**config.mk**
```make
export PLATFORM = sky130hd
export DESIGN_NAME = spc_register_bank
export DESIGN_NICKNAME = d
export VERILOG_FILES = /design/src/spc_pkg.sv /design/src/spc_register_bank.sv
export VERILOG_INCLUDE_DIRS = /design/src
export SDC_FILE = /design/constraint.sdc
export NUM_CORES = 1
export LEC_CHECK = 0
export ABC_CLOCK_PERIOD_IN_PS = 3150
export BUFFER_PORTS_ARGS = -buffer_cell sky130_fd_sc_hd__buf_2
export CAP_MARGIN = 10
export CORE_ASPECT_RATIO = 0.9
export CORE_MARGIN = 4
export CORE_UTILIZATION = 35
export CTS_CLUSTER_DIAMETER = 150
export CTS_CLUSTER_SIZE = 24
export DETAILED_ROUTE_END_ITERATION = 12
export MAX_ROUTING_LAYER = met4
export PLACE_DENSITY_LB_ADDON = 0.05
export SKIP_CTS_REPAIR_TIMING = 1
export SLEW_MARGIN = 20
export SYNTH_ARGS = -nofsm -noshare
export SYNTH_HDL_FRONTEND = slang
export SYNTH_SLANG_ARGS = --single-unit
```
**constraint.sdc**
```tcl
create_clock -name ref_clk -period 3.15 [get_ports ref_clk]
set_input_delay 0.1575 -clock ref_clk [delete_from_list [all_inputs] [get_ports ref_clk]]
set_output_delay 0.1575 -clock ref_clk [all_outputs]
set_load 0.03 [all_outputs]
```
**src/spc_params.svh**
```systemverilog
`ifndef SPC_PARAMS_SVH
`define SPC_PARAMS_SVH
// How it works
// - All configuration and measurement registers are sixteen bits wide.
// - Command bit 1 at address 0x0 switches the output on or off.
// - Command bit 7 selects float or q15 fraction encoding for setpoints.
// - In fraction encoding the stored integer is the real value times 2^15.
// - Each 32-bit value uses a pair: upper half high, lower half low.
// - Voltage setpoint pair sits at write addresses 1 and 2.
// - Current setpoint pair sits at write addresses 3 and 4.
// - Power setpoint pair sits at write addresses 5 and 6.
// - Measured voltage pair reads at addresses 3 and 4.
// - Measured current pair reads at addresses 5 and 6.
// - Measured power pair reads at addresses 7 and 8.
// - Status at read address 0 gives output state, faults and regulation mode.
// - The command register holds twelve independent control bits.
// - Power stages are active only while output enable is set.
// - A rising fault-clear bit wipes fault history, then returns to zero.
// - Far sense off stops remote sensing and its dependent monitors.
// - Analog loop bit selects 4-20 mA current or 0-10 V voltage mode.
// - Impedance watch raises faults when output or cable impedance is bad.
// - Link watch raises a fault after a maximum idle period without traffic.
// - A setpoint above its limit is stored clamped to that limit.
// - In analog programming mode setpoints track analog inputs; writes ignored.

// ---------------------------------------------------------------
// Register addresses
// ---------------------------------------------------------------
`define SPC_ADDR_CMD        4'h0
`define SPC_ADDR_VOLT_HI    4'h1
`define SPC_ADDR_VOLT_LO    4'h2
`define SPC_ADDR_AMP_HI     4'h3
`define SPC_ADDR_AMP_LO     4'h4
`define SPC_ADDR_WATT_HI    4'h5
`define SPC_ADDR_WATT_LO    4'h6
`define SPC_ADDR_STATUS     4'h0
`define SPC_ADDR_VMEAS_HI   4'h3
`define SPC_ADDR_VMEAS_LO   4'h4
`define SPC_ADDR_AMEAS_HI   4'h5
`define SPC_ADDR_AMEAS_LO   4'h6
`define SPC_ADDR_WMEAS_HI   4'h7
`define SPC_ADDR_WMEAS_LO   4'h8

// ---------------------------------------------------------------
// Command bit positions and reset value
// ---------------------------------------------------------------
`define SPC_CMD_FAULT_CLR   0
`define SPC_CMD_ON          1
`define SPC_CMD_FAR_SENSE   2
`define SPC_CMD_ANALOG_CUR  3
`define SPC_CMD_IMP_WATCH   4
`define SPC_CMD_LINK_WATCH  5
`define SPC_CMD_DIGITAL     6
`define SPC_CMD_FLOAT       7
`define SPC_CMD_BITS        12
`define SPC_CMD_MASK        16'h0fff
`define SPC_CMD_RESET       16'h0040

// ---------------------------------------------------------------
// Status bit positions
// ---------------------------------------------------------------
`define SPC_ST_ON           0
`define SPC_ST_FAULT        1
`define SPC_ST_MODE_LSB     2
`define SPC_ST_HIST_LSB     4

// ---------------------------------------------------------------
// Limits and timing
// ---------------------------------------------------------------
`define SPC_Q15_FULL        32'h00008000
`define SPC_VOLT_MAX_FLT    32'h42700000
`define SPC_AMP_MAX_FLT     32'h43270000
`define SPC_WATT_MAX_FLT    32'h461c9000
`define SPC_REF_CLK_HZ      50000000
`define SPC_LINK_IDLE_MS    1000
`define SPC_LINK_IDLE_CYC   (`SPC_LINK_IDLE_MS * (`SPC_REF_CLK_HZ / 1000))
`endif

```
**src/spc_pkg.sv**
```systemverilog
package spc_pkg;
	// One 32-bit value per regulated quantity
	typedef struct packed {
		logic [31:0] volt;
		logic [31:0] amp;
		logic [31:0] watt;
	} spc_triple_t;

	// Fault history bits
	typedef struct packed {
		logic external;
		logic linkIdle;
		logic cableImp;
		logic outImp;
	} spc_faults_t;

	// Register port request
	typedef struct packed {
		logic        wrEn;
		logic        rdEn;
		logic [3:0]  addr;
		logic [15:0] data;
	} spc_req_t;
endpackage

```
**src/spc_register_bank.sv**
```systemverilog
`timescale 1ns/10ps
`include "spc_params.svh"
module spc_register_bank #(
	parameter int unsigned IDLE_CYCLES = `SPC_LINK_IDLE_CYC,
	parameter logic [31:0] VOLT_MAX_Q15 = `SPC_Q15_FULL,
	parameter logic [31:0] AMP_MAX_Q15  = `SPC_Q15_FULL,
	parameter logic [31:0] WATT_MAX_Q15 = `SPC_Q15_FULL,
	parameter logic [31:0] VOLT_MAX_FLT = `SPC_VOLT_MAX_FLT,
	parameter logic [31:0] AMP_MAX_FLT  = `SPC_AMP_MAX_FLT,
	parameter logic [31:0] WATT_MAX_FLT = `SPC_WATT_MAX_FLT
) (
	// Clock and reset
	input  wire logic                ref_clk,
	input  wire logic                nrst,
	// Register port
	input  wire spc_pkg::spc_req_t   req,
	output logic [15:0]              rdData,
	output logic                     rdValid,
	// Plant inputs
	input  wire spc_pkg::spc_triple_t analogTargets,
	input  wire spc_pkg::spc_triple_t measured,
	input  wire logic [1:0]          regMode,
	input  wire logic                outImpBad,
	input  wire logic                cableImpBad,
	input  wire logic                extFault,
	// Control outputs
	output spc_pkg::spc_triple_t     targets,
	output logic                     powerStageEn,
	output logic                     farSenseOff,
	output logic                     analogCurrentMode,
	output logic                     floatMode,
	output logic                     faultActive
);
	// ---------------------------------------------------------------
	// State
	// ---------------------------------------------------------------
	logic [15:0]          cmd_reg,     cmd_next;
	logic [2:0][15:0]     pendHi_reg,  pendHi_next;
	logic [2:0][15:0]     pendLo_reg,  pendLo_next;
	logic [2:0]           hiSeen_reg,  hiSeen_next;
	logic [2:0]           loSeen_reg,  loSeen_next;
	logic [2:0][31:0]     sp_reg,      sp_next;
	spc_pkg::spc_faults_t hist_reg,    hist_next;
	logic [31:0]          idle_reg,    idle_next;
	logic                 idleHit_reg, idleHit_next;
	logic                 fault_reg,   fault_next;
	logic [15:0]          rd_reg,      rd_next;
	logic                 rdv_reg,     rdv_next;

	logic [2:0][31:0]     maxQ15;
	logic [2:0][31:0]     maxFlt;
	logic [2:0][31:0]     analogIn;
	logic                 linkAct;
	logic                 clearPulse;

	assign maxQ15   = {WATT_MAX_Q15, AMP_MAX_Q15, VOLT_MAX_Q15};
	assign maxFlt   = {WATT_MAX_FLT, AMP_MAX_FLT, VOLT_MAX_FLT};
	assign analogIn = {analogTargets.watt, analogTargets.amp, analogTargets.volt};
	assign linkAct  = req.wrEn | req.rdEn;
	// Stored bit is one only for the cycle after a rising write
	assign clearPulse = cmd_reg[`SPC_CMD_FAULT_CLR];

	// Saturate to the limit in the active encoding
	function automatic logic [31:0] clampVal(input logic [31:0] v, input logic [31:0] mq,
		input logic [31:0] mf, input logic isFloat);
		logic [31:0] r;
		r = v;
		if (isFloat) begin
			// Positive floats order like unsigned integers; negatives are below any limit
			if (!v[31] && v > mf) begin
				r = mf;
			end
		end else if ($signed(v) > $signed(mq)) begin
			r = mq;
		end
		return r;
	endfunction

	// ---------------------------------------------------------------
	// Command register
	// ---------------------------------------------------------------
	always_comb begin
		cmd_next = cmd_reg;
		cmd_next[`SPC_CMD_FAULT_CLR] = 1'b0;
		if (req.wrEn && req.addr == `SPC_ADDR_CMD) begin
			cmd_next = req.data & `SPC_CMD_MASK;
			// Only a zero-to-one change fires the clear
			cmd_next[`SPC_CMD_FAULT_CLR] = req.data[`SPC_CMD_FAULT_CLR]
				& ~cmd_reg[`SPC_CMD_FAULT_CLR];
		end
	end

	always_ff @(posedge ref_clk or negedge nrst) begin
		if (!nrst) begin
			cmd_reg <= `SPC_CMD_RESET;
		end else begin
			cmd_reg <= cmd_next;
		end
	end

	// ---------------------------------------------------------------
	// Setpoint pairs
	// ---------------------------------------------------------------
	// Halves wait in staging until both arrive, so the plant never sees a torn value
	always_comb begin
		logic [3:0]  hiAddr;
		logic [3:0]  loAddr;
		logic        wHi;
		logic        wLo;
		logic [15:0] h;
		logic [15:0] l;
		hiAddr      = 4'h0;
		loAddr      = 4'h0;
		wHi         = 1'b0;
		wLo         = 1'b0;
		h           = 16'h0000;
		l           = 16'h0000;
		pendHi_next = pendHi_reg;
		pendLo_next = pendLo_reg;
		hiSeen_next = hiSeen_reg;
		loSeen_next = loSeen_reg;
		sp_next     = sp_reg;
		for (int i = 0; i < 3; i++) begin
			hiAddr = `SPC_ADDR_VOLT_HI + 4'(2 * i);
			loAddr = `SPC_ADDR_VOLT_LO + 4'(2 * i);
			wHi    = req.wrEn && req.addr == hiAddr;
			wLo    = req.wrEn && req.addr == loAddr;
			h      = wHi ? req.data : pendHi_reg[i];
			l      = wLo ? req.data : pendLo_reg[i];
			if (!cmd_reg[`SPC_CMD_DIGITAL]) begin
				// Analog programming: registers follow the inputs
				sp_next[i]     = analogIn[i];
				hiSeen_next[i] = 1'b0;
				loSeen_next[i] = 1'b0;
			end else if ((hiSeen_reg[i] | wHi) && (loSeen_reg[i] | wLo)) begin
				sp_next[i] = clampVal({h, l}, maxQ15[i], maxFlt[i],
					cmd_reg[`SPC_CMD_FLOAT]);
				hiSeen_next[i] = 1'b0;
				loSeen_next[i] = 1'b0;
				pendHi_next[i] = h;
				pendLo_next[i] = l;
			end else begin
				pendHi_next[i] = h;
				pendLo_next[i] = l;
				hiSeen_next[i] = hiSeen_reg[i] | wHi;
				loSeen_next[i] = loSeen_reg[i] | wLo;
			end
		end
	end

	always_ff @(posedge ref_clk or negedge nrst) begin
		if (!nrst) begin
			pendHi_reg <= '0;
			pendLo_reg <= '0;
			hiSeen_reg <= '0;
			loSeen_reg <= '0;
			sp_reg     <= '0;
		end else begin
			pendHi_reg <= pendHi_next;
			pendLo_reg <= pendLo_next;
			hiSeen_reg <= hiSeen_next;
			loSeen_reg <= loSeen_next;
			sp_reg     <= sp_next;
		end
	end

	// ---------------------------------------------------------------
	// Link watch and fault history
	// ---------------------------------------------------------------
	// Any access restarts the idle count; disabled watch holds it at zero
	always_comb begin
		idle_next    = idle_reg;
		idleHit_next = 1'b0;
		if (!cmd_reg[`SPC_CMD_LINK_WATCH] || linkAct) begin
			idle_next = 32'h00000000;
		end else if (idle_reg >= IDLE_CYCLES - 1) begin
			idleHit_next = 1'b1;
		end else begin
			idle_next = idle_reg + 32'h00000001;
		end
	end

	// New events win over a clear in the same cycle
	always_comb begin
		hist_next = hist_reg;
		if (clearPulse) begin
			hist_next = '0;
		end
		if (cmd_reg[`SPC_CMD_IMP_WATCH] && outImpBad) begin
			hist_next.outImp = 1'b1;
		end
		if (cmd_reg[`SPC_CMD_IMP_WATCH] && !cmd_reg[`SPC_CMD_FAR_SENSE] && cableImpBad) begin
			hist_next.cableImp = 1'b1;
		end
		if (idleHit_reg) begin
			hist_next.linkIdle = 1'b1;
		end
		if (extFault) begin
			hist_next.external = 1'b1;
		end
		// Fault pin follows the next history, so it rises with the history bit itself
		fault_next = |hist_next;
	end

	always_ff @(posedge ref_clk or negedge nrst) begin
		if (!nrst) begin
			idle_reg    <= 32'h00000000;
			idleHit_reg <= 1'b0;
			hist_reg    <= '0;
			fault_reg   <= 1'b0;
		end else begin
			idle_reg    <= idle_next;
			idleHit_reg <= idleHit_next;
			hist_reg    <= hist_next;
			fault_reg   <= fault_next;
		end
	end

	// ---------------------------------------------------------------
	// Read port
	// ---------------------------------------------------------------
	// Read space is separate from write space; unmapped reads return zero
	always_comb begin
		rd_next  = 16'h0000;
		rdv_next = req.rdEn;
		if (req.rdEn) begin
			case (req.addr)
				`SPC_ADDR_STATUS: begin
					rd_next[`SPC_ST_ON]    = cmd_reg[`SPC_CMD_ON];
					rd_next[`SPC_ST_FAULT] = |hist_reg;
					rd_next[`SPC_ST_MODE_LSB +: 2] = regMode;
					rd_next[`SPC_ST_HIST_LSB +: 4] = hist_reg;
				end
				`SPC_ADDR_VMEAS_HI: rd_next = measured.volt[31:16];
				`SPC_ADDR_VMEAS_LO: rd_next = measured.volt[15:0];
				`SPC_ADDR_AMEAS_HI: rd_next = measured.amp[31:16];
				`SPC_ADDR_AMEAS_LO: rd_next = measured.amp[15:0];
				`SPC_ADDR_WMEAS_HI: rd_next = measured.watt[31:16];
				`SPC_ADDR_WMEAS_LO: rd_next = measured.watt[15:0];
				default:            rd_next = 16'h0000;
			endcase
		end
	end

	always_ff @(posedge ref_clk or negedge nrst) begin
		if (!nrst) begin
			rd_reg  <= 16'h0000;
			rdv_reg <= 1'b0;
		end else begin
			rd_reg  <= rd_next;
			rdv_reg <= rdv_next;
		end
	end

	// ---------------------------------------------------------------
	// Outputs, all straight from flip-flops
	// ---------------------------------------------------------------
	assign rdData            = rd_reg;
	assign rdValid           = rdv_reg;
	assign targets           = {sp_reg[0], sp_reg[1], sp_reg[2]};
	assign powerStageEn      = cmd_reg[`SPC_CMD_ON];
	assign farSenseOff       = cmd_reg[`SPC_CMD_FAR_SENSE];
	assign analogCurrentMode = cmd_reg[`SPC_CMD_ANALOG_CUR];
	assign floatMode         = cmd_reg[`SPC_CMD_FLOAT];
	assign faultActive       = fault_reg;

	// ---------------------------------------------------------------
	// Assertions
	// ---------------------------------------------------------------
	property p_onWrite;
		@(posedge ref_clk) disable iff (!nrst)
		req.wrEn && req.addr == `SPC_ADDR_CMD |=> powerStageEn == $past(req.data[`SPC_CMD_ON]);
	endproperty
	a_onWrite: assert property (p_onWrite) else $error("output enable not taken");

	property p_onHold;
		@(posedge ref_clk) disable iff (!nrst)
		!(req.wrEn && req.addr == `SPC_ADDR_CMD) |=> $stable(powerStageEn);
	endproperty
	a_onHold: assert property (p_onHold) else $error("output enable moved");

	property p_clearSelf;
		@(posedge ref_clk) disable iff (!nrst)
		clearPulse |=> !clearPulse;
	endproperty
	a_clearSelf: assert property (p_clearSelf) else $error("fault clear stuck");

	property p_clearWipes;
		@(posedge ref_clk) disable iff (!nrst)
		clearPulse && !outImpBad && !cableImpBad && !extFault && !idleHit_reg
			|=> !faultActive;
	endproperty
	a_clearWipes: assert property (p_clearWipes) else $error("history survived clear");

	property p_cableGate;
		@(posedge ref_clk) disable iff (!nrst)
		farSenseOff && !clearPulse |=> hist_reg.cableImp == $past(hist_reg.cableImp);
	endproperty
	a_cableGate: assert property (p_cableGate) else $error("cable monitor active");

	property p_impFault;
		@(posedge ref_clk) disable iff (!nrst)
		cmd_reg[`SPC_CMD_IMP_WATCH] && outImpBad |=> hist_reg.outImp && faultActive;
	endproperty
	a_impFault: assert property (p_impFault) else $error("impedance fault lost");

	property p_halfNoEffect;
		@(posedge ref_clk) disable iff (!nrst)
		cmd_reg[`SPC_CMD_DIGITAL] && req.wrEn && req.addr == `SPC_ADDR_VOLT_HI
			&& !loSeen_reg[0] |=> $stable(targets.volt);
	endproperty
	a_halfNoEffect: assert property (p_halfNoEffect) else $error("torn setpoint");

	property p_clampQ15;
		@(posedge ref_clk) disable iff (!nrst)
		cmd_reg[`SPC_CMD_DIGITAL] && !floatMode |=>
			$signed(targets.volt) <= $signed(VOLT_MAX_Q15) || $stable(targets.volt);
	endproperty
	a_clampQ15: assert property (p_clampQ15) else $error("voltage above limit");

	property p_analogTrack;
		@(posedge ref_clk) disable iff (!nrst)
		!cmd_reg[`SPC_CMD_DIGITAL] |=> targets.amp == $past(analogTargets.amp);
	endproperty
	a_analogTrack: assert property (p_analogTrack) else $error("analog not tracked");

	property p_readMeas;
		@(posedge ref_clk) disable iff (!nrst)
		req.rdEn && req.addr == `SPC_ADDR_WMEAS_HI |=> rdValid && rdData == $past(measured.watt[31:16]);
	endproperty
	a_readMeas: assert property (p_readMeas) else $error("power readback wrong");

	// Read, command and link watch checks
	property p_statusRead;
		@(posedge ref_clk) disable iff (!nrst)
		req.rdEn && req.addr == `SPC_ADDR_STATUS |=> rdValid
			&& rdData[`SPC_ST_ON] == $past(powerStageEn)
			&& rdData[`SPC_ST_FAULT] == $past(faultActive);
	endproperty
	a_statusRead: assert property (p_statusRead) else $error("status readback wrong");

	property p_cmdMask;
		@(posedge ref_clk) disable iff (!nrst)
		req.wrEn && req.addr == `SPC_ADDR_CMD |=> cmd_reg[15:`SPC_CMD_BITS] == 4'h0;
	endproperty
	a_cmdMask: assert property (p_cmdMask) else $error("unused command bits stored");

	property p_idleFault;
		@(posedge ref_clk) disable iff (!nrst)
		idleHit_reg |=> hist_reg.linkIdle && faultActive;
	endproperty
	a_idleFault: assert property (p_idleFault) else $error("idle fault lost");

	property p_watchOff;
		@(posedge ref_clk) disable iff (!nrst)
		!cmd_reg[`SPC_CMD_LINK_WATCH] |=> idle_reg == 32'h00000000 && !idleHit_reg;
	endproperty
	a_watchOff: assert property (p_watchOff) else $error("idle count ran while off");

	// Negative floats sit below every limit, so only positives are bounded
	property p_clampFlt;
		@(posedge ref_clk) disable iff (!nrst)
		cmd_reg[`SPC_CMD_DIGITAL] && floatMode |=>
			targets.volt[31] || targets.volt <= VOLT_MAX_FLT || $stable(targets.volt);
	endproperty
	a_clampFlt: assert property (p_clampFlt) else $error("float voltage above limit");

	// Main scenarios; the bench reaches all but c_pairCommit, as it never writes the power pair in float mode

	c_onCycle: cover property (@(posedge ref_clk) disable iff (!nrst)
		powerStageEn ##[1:20] !powerStageEn);
	c_idleFault: cover property (@(posedge ref_clk) disable iff (!nrst)
		$rose(hist_reg.linkIdle));
	c_pairCommit: cover property (@(posedge ref_clk) disable iff (!nrst)
		floatMode && $changed(targets.watt));
	c_halfStaged: cover property (@(posedge ref_clk) disable iff (!nrst)
		hiSeen_reg[1] && !loSeen_reg[1]);
endmodule

```
==> Word-level counts from Yosys, hierarchy flattened <==
Cells that the tools add are included.
{ "op_classes": {"n_addsub": 1, "n_lt_le_gt_ge": 7, "eq_ne": 12, "muxes": 46, "bitwise_logic": 9, "reduce_logical": 25} }
{ "ops": {"columns": ["operator", "n"], "rows": [
  ["$mux 32", 17],
  ["$mux 16", 7],
  ["$gt 32x17->1 const B", 3],
  ["$gt 32x31->1 const B", 3],
  ["$pmux 8 s7", 1],
  ["$pmux 8 s6", 1],
  ["$add 32x1->32 const B", 1],
  ["$ge 32x26->1 const B", 1],
  ["$mux 1", 19],
  ["$eq 4x3->1 const B", 4],
  ["$logic_and 1x1->1", 16],
  ["$eq 4x2->1 const B", 2],
  ["$reduce_or 4->1", 2],
  ["$or 1x1->1", 7],
  ["$ne 2x1->1 const B", 3],
  ["$logic_not 1->1", 5],
  ["$eq 4x1->1 const B", 1],
  ["$eq 4x4->1 const B", 1],
  ["$logic_not 4->1", 1],
  ["$mux 4", 1],
  ["$ne 2x2->1 const B", 1],
  ["$and 1x1->1", 1],
  ["$logic_or 1x1->1", 1],
  ["$not 1->1", 1]
]} }
{ "totals": {"register_bits": 261, "input_bits": 221, "output_inout_bits": 118} }

==> Depth between registers and ports, before layout <==
{ "depth": {"depth_word": 9, "depth_mapped": 11} }

==> Worst setup path before layout <==
Ideal clock, no wire load.
{ "synth_timing": {"kind": "reg2reg", "start": "register pendHi_reg[43] (netlist name)", "end": "register sp_reg, in the netlist targets[9]", "arrival_time_ps": 2194, "required_time_ps": 3067, "path_slack_ps": 873, "path_stages_with_launch": 9, "n_path_buf": 1, "cell_sequence": "dfrtp_1 or4_1 or4_1 o22ai_1 a211oi_1 a31oi_1 nand2_1 buf_2 o21ai_0"} }
{ "synth_via": {"elab_chain_len": 7, "elab_cells_between_ends": 9, "cone_classes": "order compare: 2; mux: 6; reduce/logical: 1"} }
{ "synth_lines": {"columns": ["element", "line", "rtl"], "rows": [
  ["from (decl)", "spc_register_bank.sv:38", "logic [2:0][15:0] pendHi_reg, pendHi_next;"],
  ["from (signal assigned)", "spc_register_bank.sv:159", "pendHi_reg <= pendHi_next;"],
  ["$mux 16 (*)", "spc_register_bank.sv:128", "h = wHi ? req.data : pendHi_reg[i];"],
  ["$gt 32x31->1", "spc_register_bank.sv:70", "if (!v[31] && v > mf) begin"],
  ["$logic_and 1x1->1", "spc_register_bank.sv:70", null],
  ["$mux 32", "spc_register_bank.sv:70", null],
  ["$mux 32 (*)", "spc_register_bank.sv:68", "if (isFloat) begin"],
  ["$mux 32 (*)", "spc_register_bank.sv:135", "end else if ((hiSeen_reg[i] | wHi) && (loSeen_reg[i] | wLo)) begin"],
  ["$mux 32 (*)", "spc_register_bank.sv:130", "if (!cmd_reg[`SPC_CMD_DIGITAL]) begin"],
  ["to (signal assigned)", "spc_register_bank.sv:163", "sp_reg <= sp_next;"],
  ["to (decl)", "spc_register_bank.sv:42", "logic [2:0][31:0] sp_reg, sp_next;"]
]} }
Every way passes the cells marked *; elsewhere a longest branch is shown, timed or not. The select of a mux whose other input is x is not followed.
A chain may end at the register's enable or synchronous reset.

==> Worst setup path after layout <==
{ "layout_timing": {"start": "register pendHi_reg[43] (netlist name)", "end": "register sp_reg, in the netlist targets[6]"} }
The elaborated chain is that of the path after synthesis.

==> results.ini <==
[run_status]
status = finished with violations
violations = hold timing

[hold_path]
whs_endpoint = targets[63]
holdCritStartpoint = analogTargets[63]
min_path_cells = 3
hp-class = input pin to register

[sta]
period_share = 0.870
hold_viol_final = 5
tightest_slew_ns = 0.787
finClkSkew_ns = 0.0216
slew_headroom = 0.474
rsz0062_at_grt = false
clock.fmax_ghz = 0.365
fin_setup_tns_ns = 0
slew_violations = 0
setup_viol = 0
holdWs_ns = -0.0220
fin_crit_ns = 2.74

[drt]
avgRoutedWirePerCell_microns = 21.3
dr.pass1.iters = 5
top_layer_used = met4
ant_nets = 0
vias_per_cell = 5.49
vias = 12200
m1WireLength_microns = 22800
dr.first_iter.drc_count = 1030
wl_met2_microns = 20900
finalWirelength_microns = 47200
route.met3.wl_microns = 2520
route.detailed.drc = 0

[setup_path]
crit_top_cell = or4_1
critPathSlowestCell = or4_1
start_kind = register
cp.required_ns = 3.56
max_stage_delay_ns = 0.55
path_max_fanout = 23
crit_arrival_ns = 3.16
crit_family = simple AND/OR/NAND/NOR gates
r2r_cells = 8
ff2ff_setup_slack_ns = 0.41
critPathKind = register to register
end_kind = register
timing.critical_path.buf_inv = 1
path_cells = or4_1 -> or4_1 -> o22ai_1 -> a211oi_1 -> a31oi_1 -> nand2_1 -> buf_4 -> o21ai_0
r2r_start = pendHi_reg[43]
timing.rr.end = targets[6]

[clock_tree]
clk_latency_ns = 0.51
cts_buffer_depth = 3
cts_buffers = 14
clock-sinks = 261
clk_pin_slew_worst_paths_ns = 0.09
root_buffer = clkbuf_16
h-tree-depth = 1
cts_tree = yes

[yosys]
synth.distinct_cells = 74
synth_nets = 1521
avgSynthCellArea_sq_um = 10.2
synthFlopType = dfrtp_1
synth_edf_count = 0
ys_ff_latch = 261
synthArstFlopShare = 1.00
ys_seq_area_frac = 0.495
yosysWarningCount = 0
synth_area_sq_mm = 0.0132
syn_inst = 1299

[global_route]
grt.total_usage = 0.224
grt_pass1_vias = 11500
grt_pass1_wl_microns = 70000
grt_max_degree = 89
antenna_found_initial = 5
globalRouteOverflowTotal = 0

[die]
row_count = 67
initial_core_util = 0.354
dieArea_sq_mm = 0.0409
ios = 339
core-area_sq_mm = 0.0372
fp.dieW_microns = 213
die_h_microns = 192

[flow_run]
maxCapViolCount = 0

[cells_and_area]
fillers = 3618
syn_to_final_growth_pct = 29.7
drive_above_1_share = 0.297
final_cell_mix = buf_2, dfrtp_1, nand2_1
fin_nets = 1951
final_common_cell = buf_2
largest_reg_flops = 96
regArea_sq_mm = 0.00654
multi_input_area_sq_mm = 0.00625

[power_and_ir_drop]
powerDensity_mw_per_mm2 = 629
irDropWorstVdd_v = 0.000325
p_leak_nw = 7.98

[place]
gp_congestion = 0.862
numPortBuffers = 338
hpwl_microns = 33200

-- Yosys cell counts (all sizes together), types with 3 or more instances --
| cell type | instances | area share |
|---|---|---|
| a211oi | 3 | 0.0017 |
| a21boi | 3 | 0.0017 |
| a21o | 7 | 0.0040 |
| a21oi | 63 | 0.024 |
| a221o | 13 | 0.0099 |
| a22oi | 86 | 0.049 |
| a31oi | 27 | 0.013 |
| a32oi | 3 | 0.0020 |
| and2 | 4 | 0.0019 |
| and3 | 28 | 0.013 |
| and4 | 3 | 0.0020 |
| buf | 24 | 0.0099 |
| clkbuf | 70 | 0.020 |
| dfrtp | 260 | 0.49 |
| inv | 8 | 0.0023 |
| mux2 | 73 | 0.062 |
| mux2i | 84 | 0.064 |
| nand2 | 146 | 0.042 |
| nand2b | 5 | 0.0024 |
| nand3 | 17 | 0.0064 |
| nand4 | 17 | 0.0081 |
| nor2 | 85 | 0.025 |
| nor2b | 5 | 0.0024 |
| nor3 | 23 | 0.0087 |
| nor3b | 4 | 0.0031 |
| nor4 | 25 | 0.012 |
| nor4b | 4 | 0.0031 |
| nor4bb | 3 | 0.0023 |
| o211ai | 28 | 0.020 |
| o21a | 9 | 0.0051 |
| o21ai | 87 | 0.033 |
| o22ai | 3 | 0.0014 |
| o31ai | 12 | 0.0068 |
| o41ai | 3 | 0.0020 |
| or2 | 4 | 0.0019 |
| or3 | 12 | 0.0057 |
| or4 | 13 | 0.0074 |
| xor2 | 3 | 0.0020 |
-- power by group --
group          total, mW  switching [mW]  internal [mW]
registers           4.77           0.618           4.15
logic               4.01            2.59           1.43
clock network       1.99            1.12          0.864
total               10.8            4.33           6.44
-- worst register-to-register path, cell delays in order, from the launching register on --
cell,delay (ns)
dfrtp_1,0.42
or4_1,0.55
or4_1,0.48
o22ai_1,0.18
a211oi_1,0.11
a31oi_1,0.33
nand2_1,0.16
buf_4,0.24
o21ai_0,0.20
-- how the worst max path moves through the flow --
stage               depth (start not counted)     endpoint           start  slack, ns
floorplan                                   8   targets[9]  pendHi_reg[43]       0.87
global placement                           10  targets[24]         req[17]       0.51
detailed placement                          8  targets[65]         req[19]       0.35
CTS                                         8   targets[6]  pendHi_reg[43]       0.46
global route                                8   targets[0]  pendHi_reg[43]       0.24
finish                                      8   targets[6]  pendHi_reg[43]       0.41
-- area by class of cell --
cell class,instances,area share
Clock inverter,1,0.000292
Antenna cell,5,0.000731
Tap cell,483,0.0353
Timing Repair Buffer,508,0.192
Sequential cell,261,0.382
Inverter,8,0.00183
Multi-Input combinational cell,936,0.365
Clock buffer,16,0.0222
-- through the flow --
stage | util | setup WS [ns] | area (sq um) | power [mW] | instances
6_report | 0.460 | 0.410 | 17100 | 10.8 | 2218
5_1_grt | 0.460 | 0.236 | 17100 | 11.4 | 2218
4_1_cts | 0.428 | 0.462 | 15900 | 10.8 | 2097
3_5_place_dp | 0.418 | 0.349 | 15600 | 8.75 | 2080
3_3_place_gp | 0.418 | 0.514 | 15600 | 8.73 | 2080
2_1_floorplan | - | 0.873 | 13200 | 7.28 | 1299
-- kinds of logic after synthesis --
family	after synthesis	synth area share
xor+xnor	5	0.00332
flops	261	0.495
buf+inv	102	0.0321
compound gates	369	0.191
simple gates	404	0.151
mux	157	0.126
fa+ha+maj	1	0.000948
-- layer usage --
metal | vias up | GRT usage
met5 | - | -
met4 | 0 | 0.0426
met3 | 48 | 0.0292
met2 | 372 | 0.327
met1 | 6043 | 0.337
li1 | 5704 | -
Note: power is estimated with default switching activity, not from simulation.
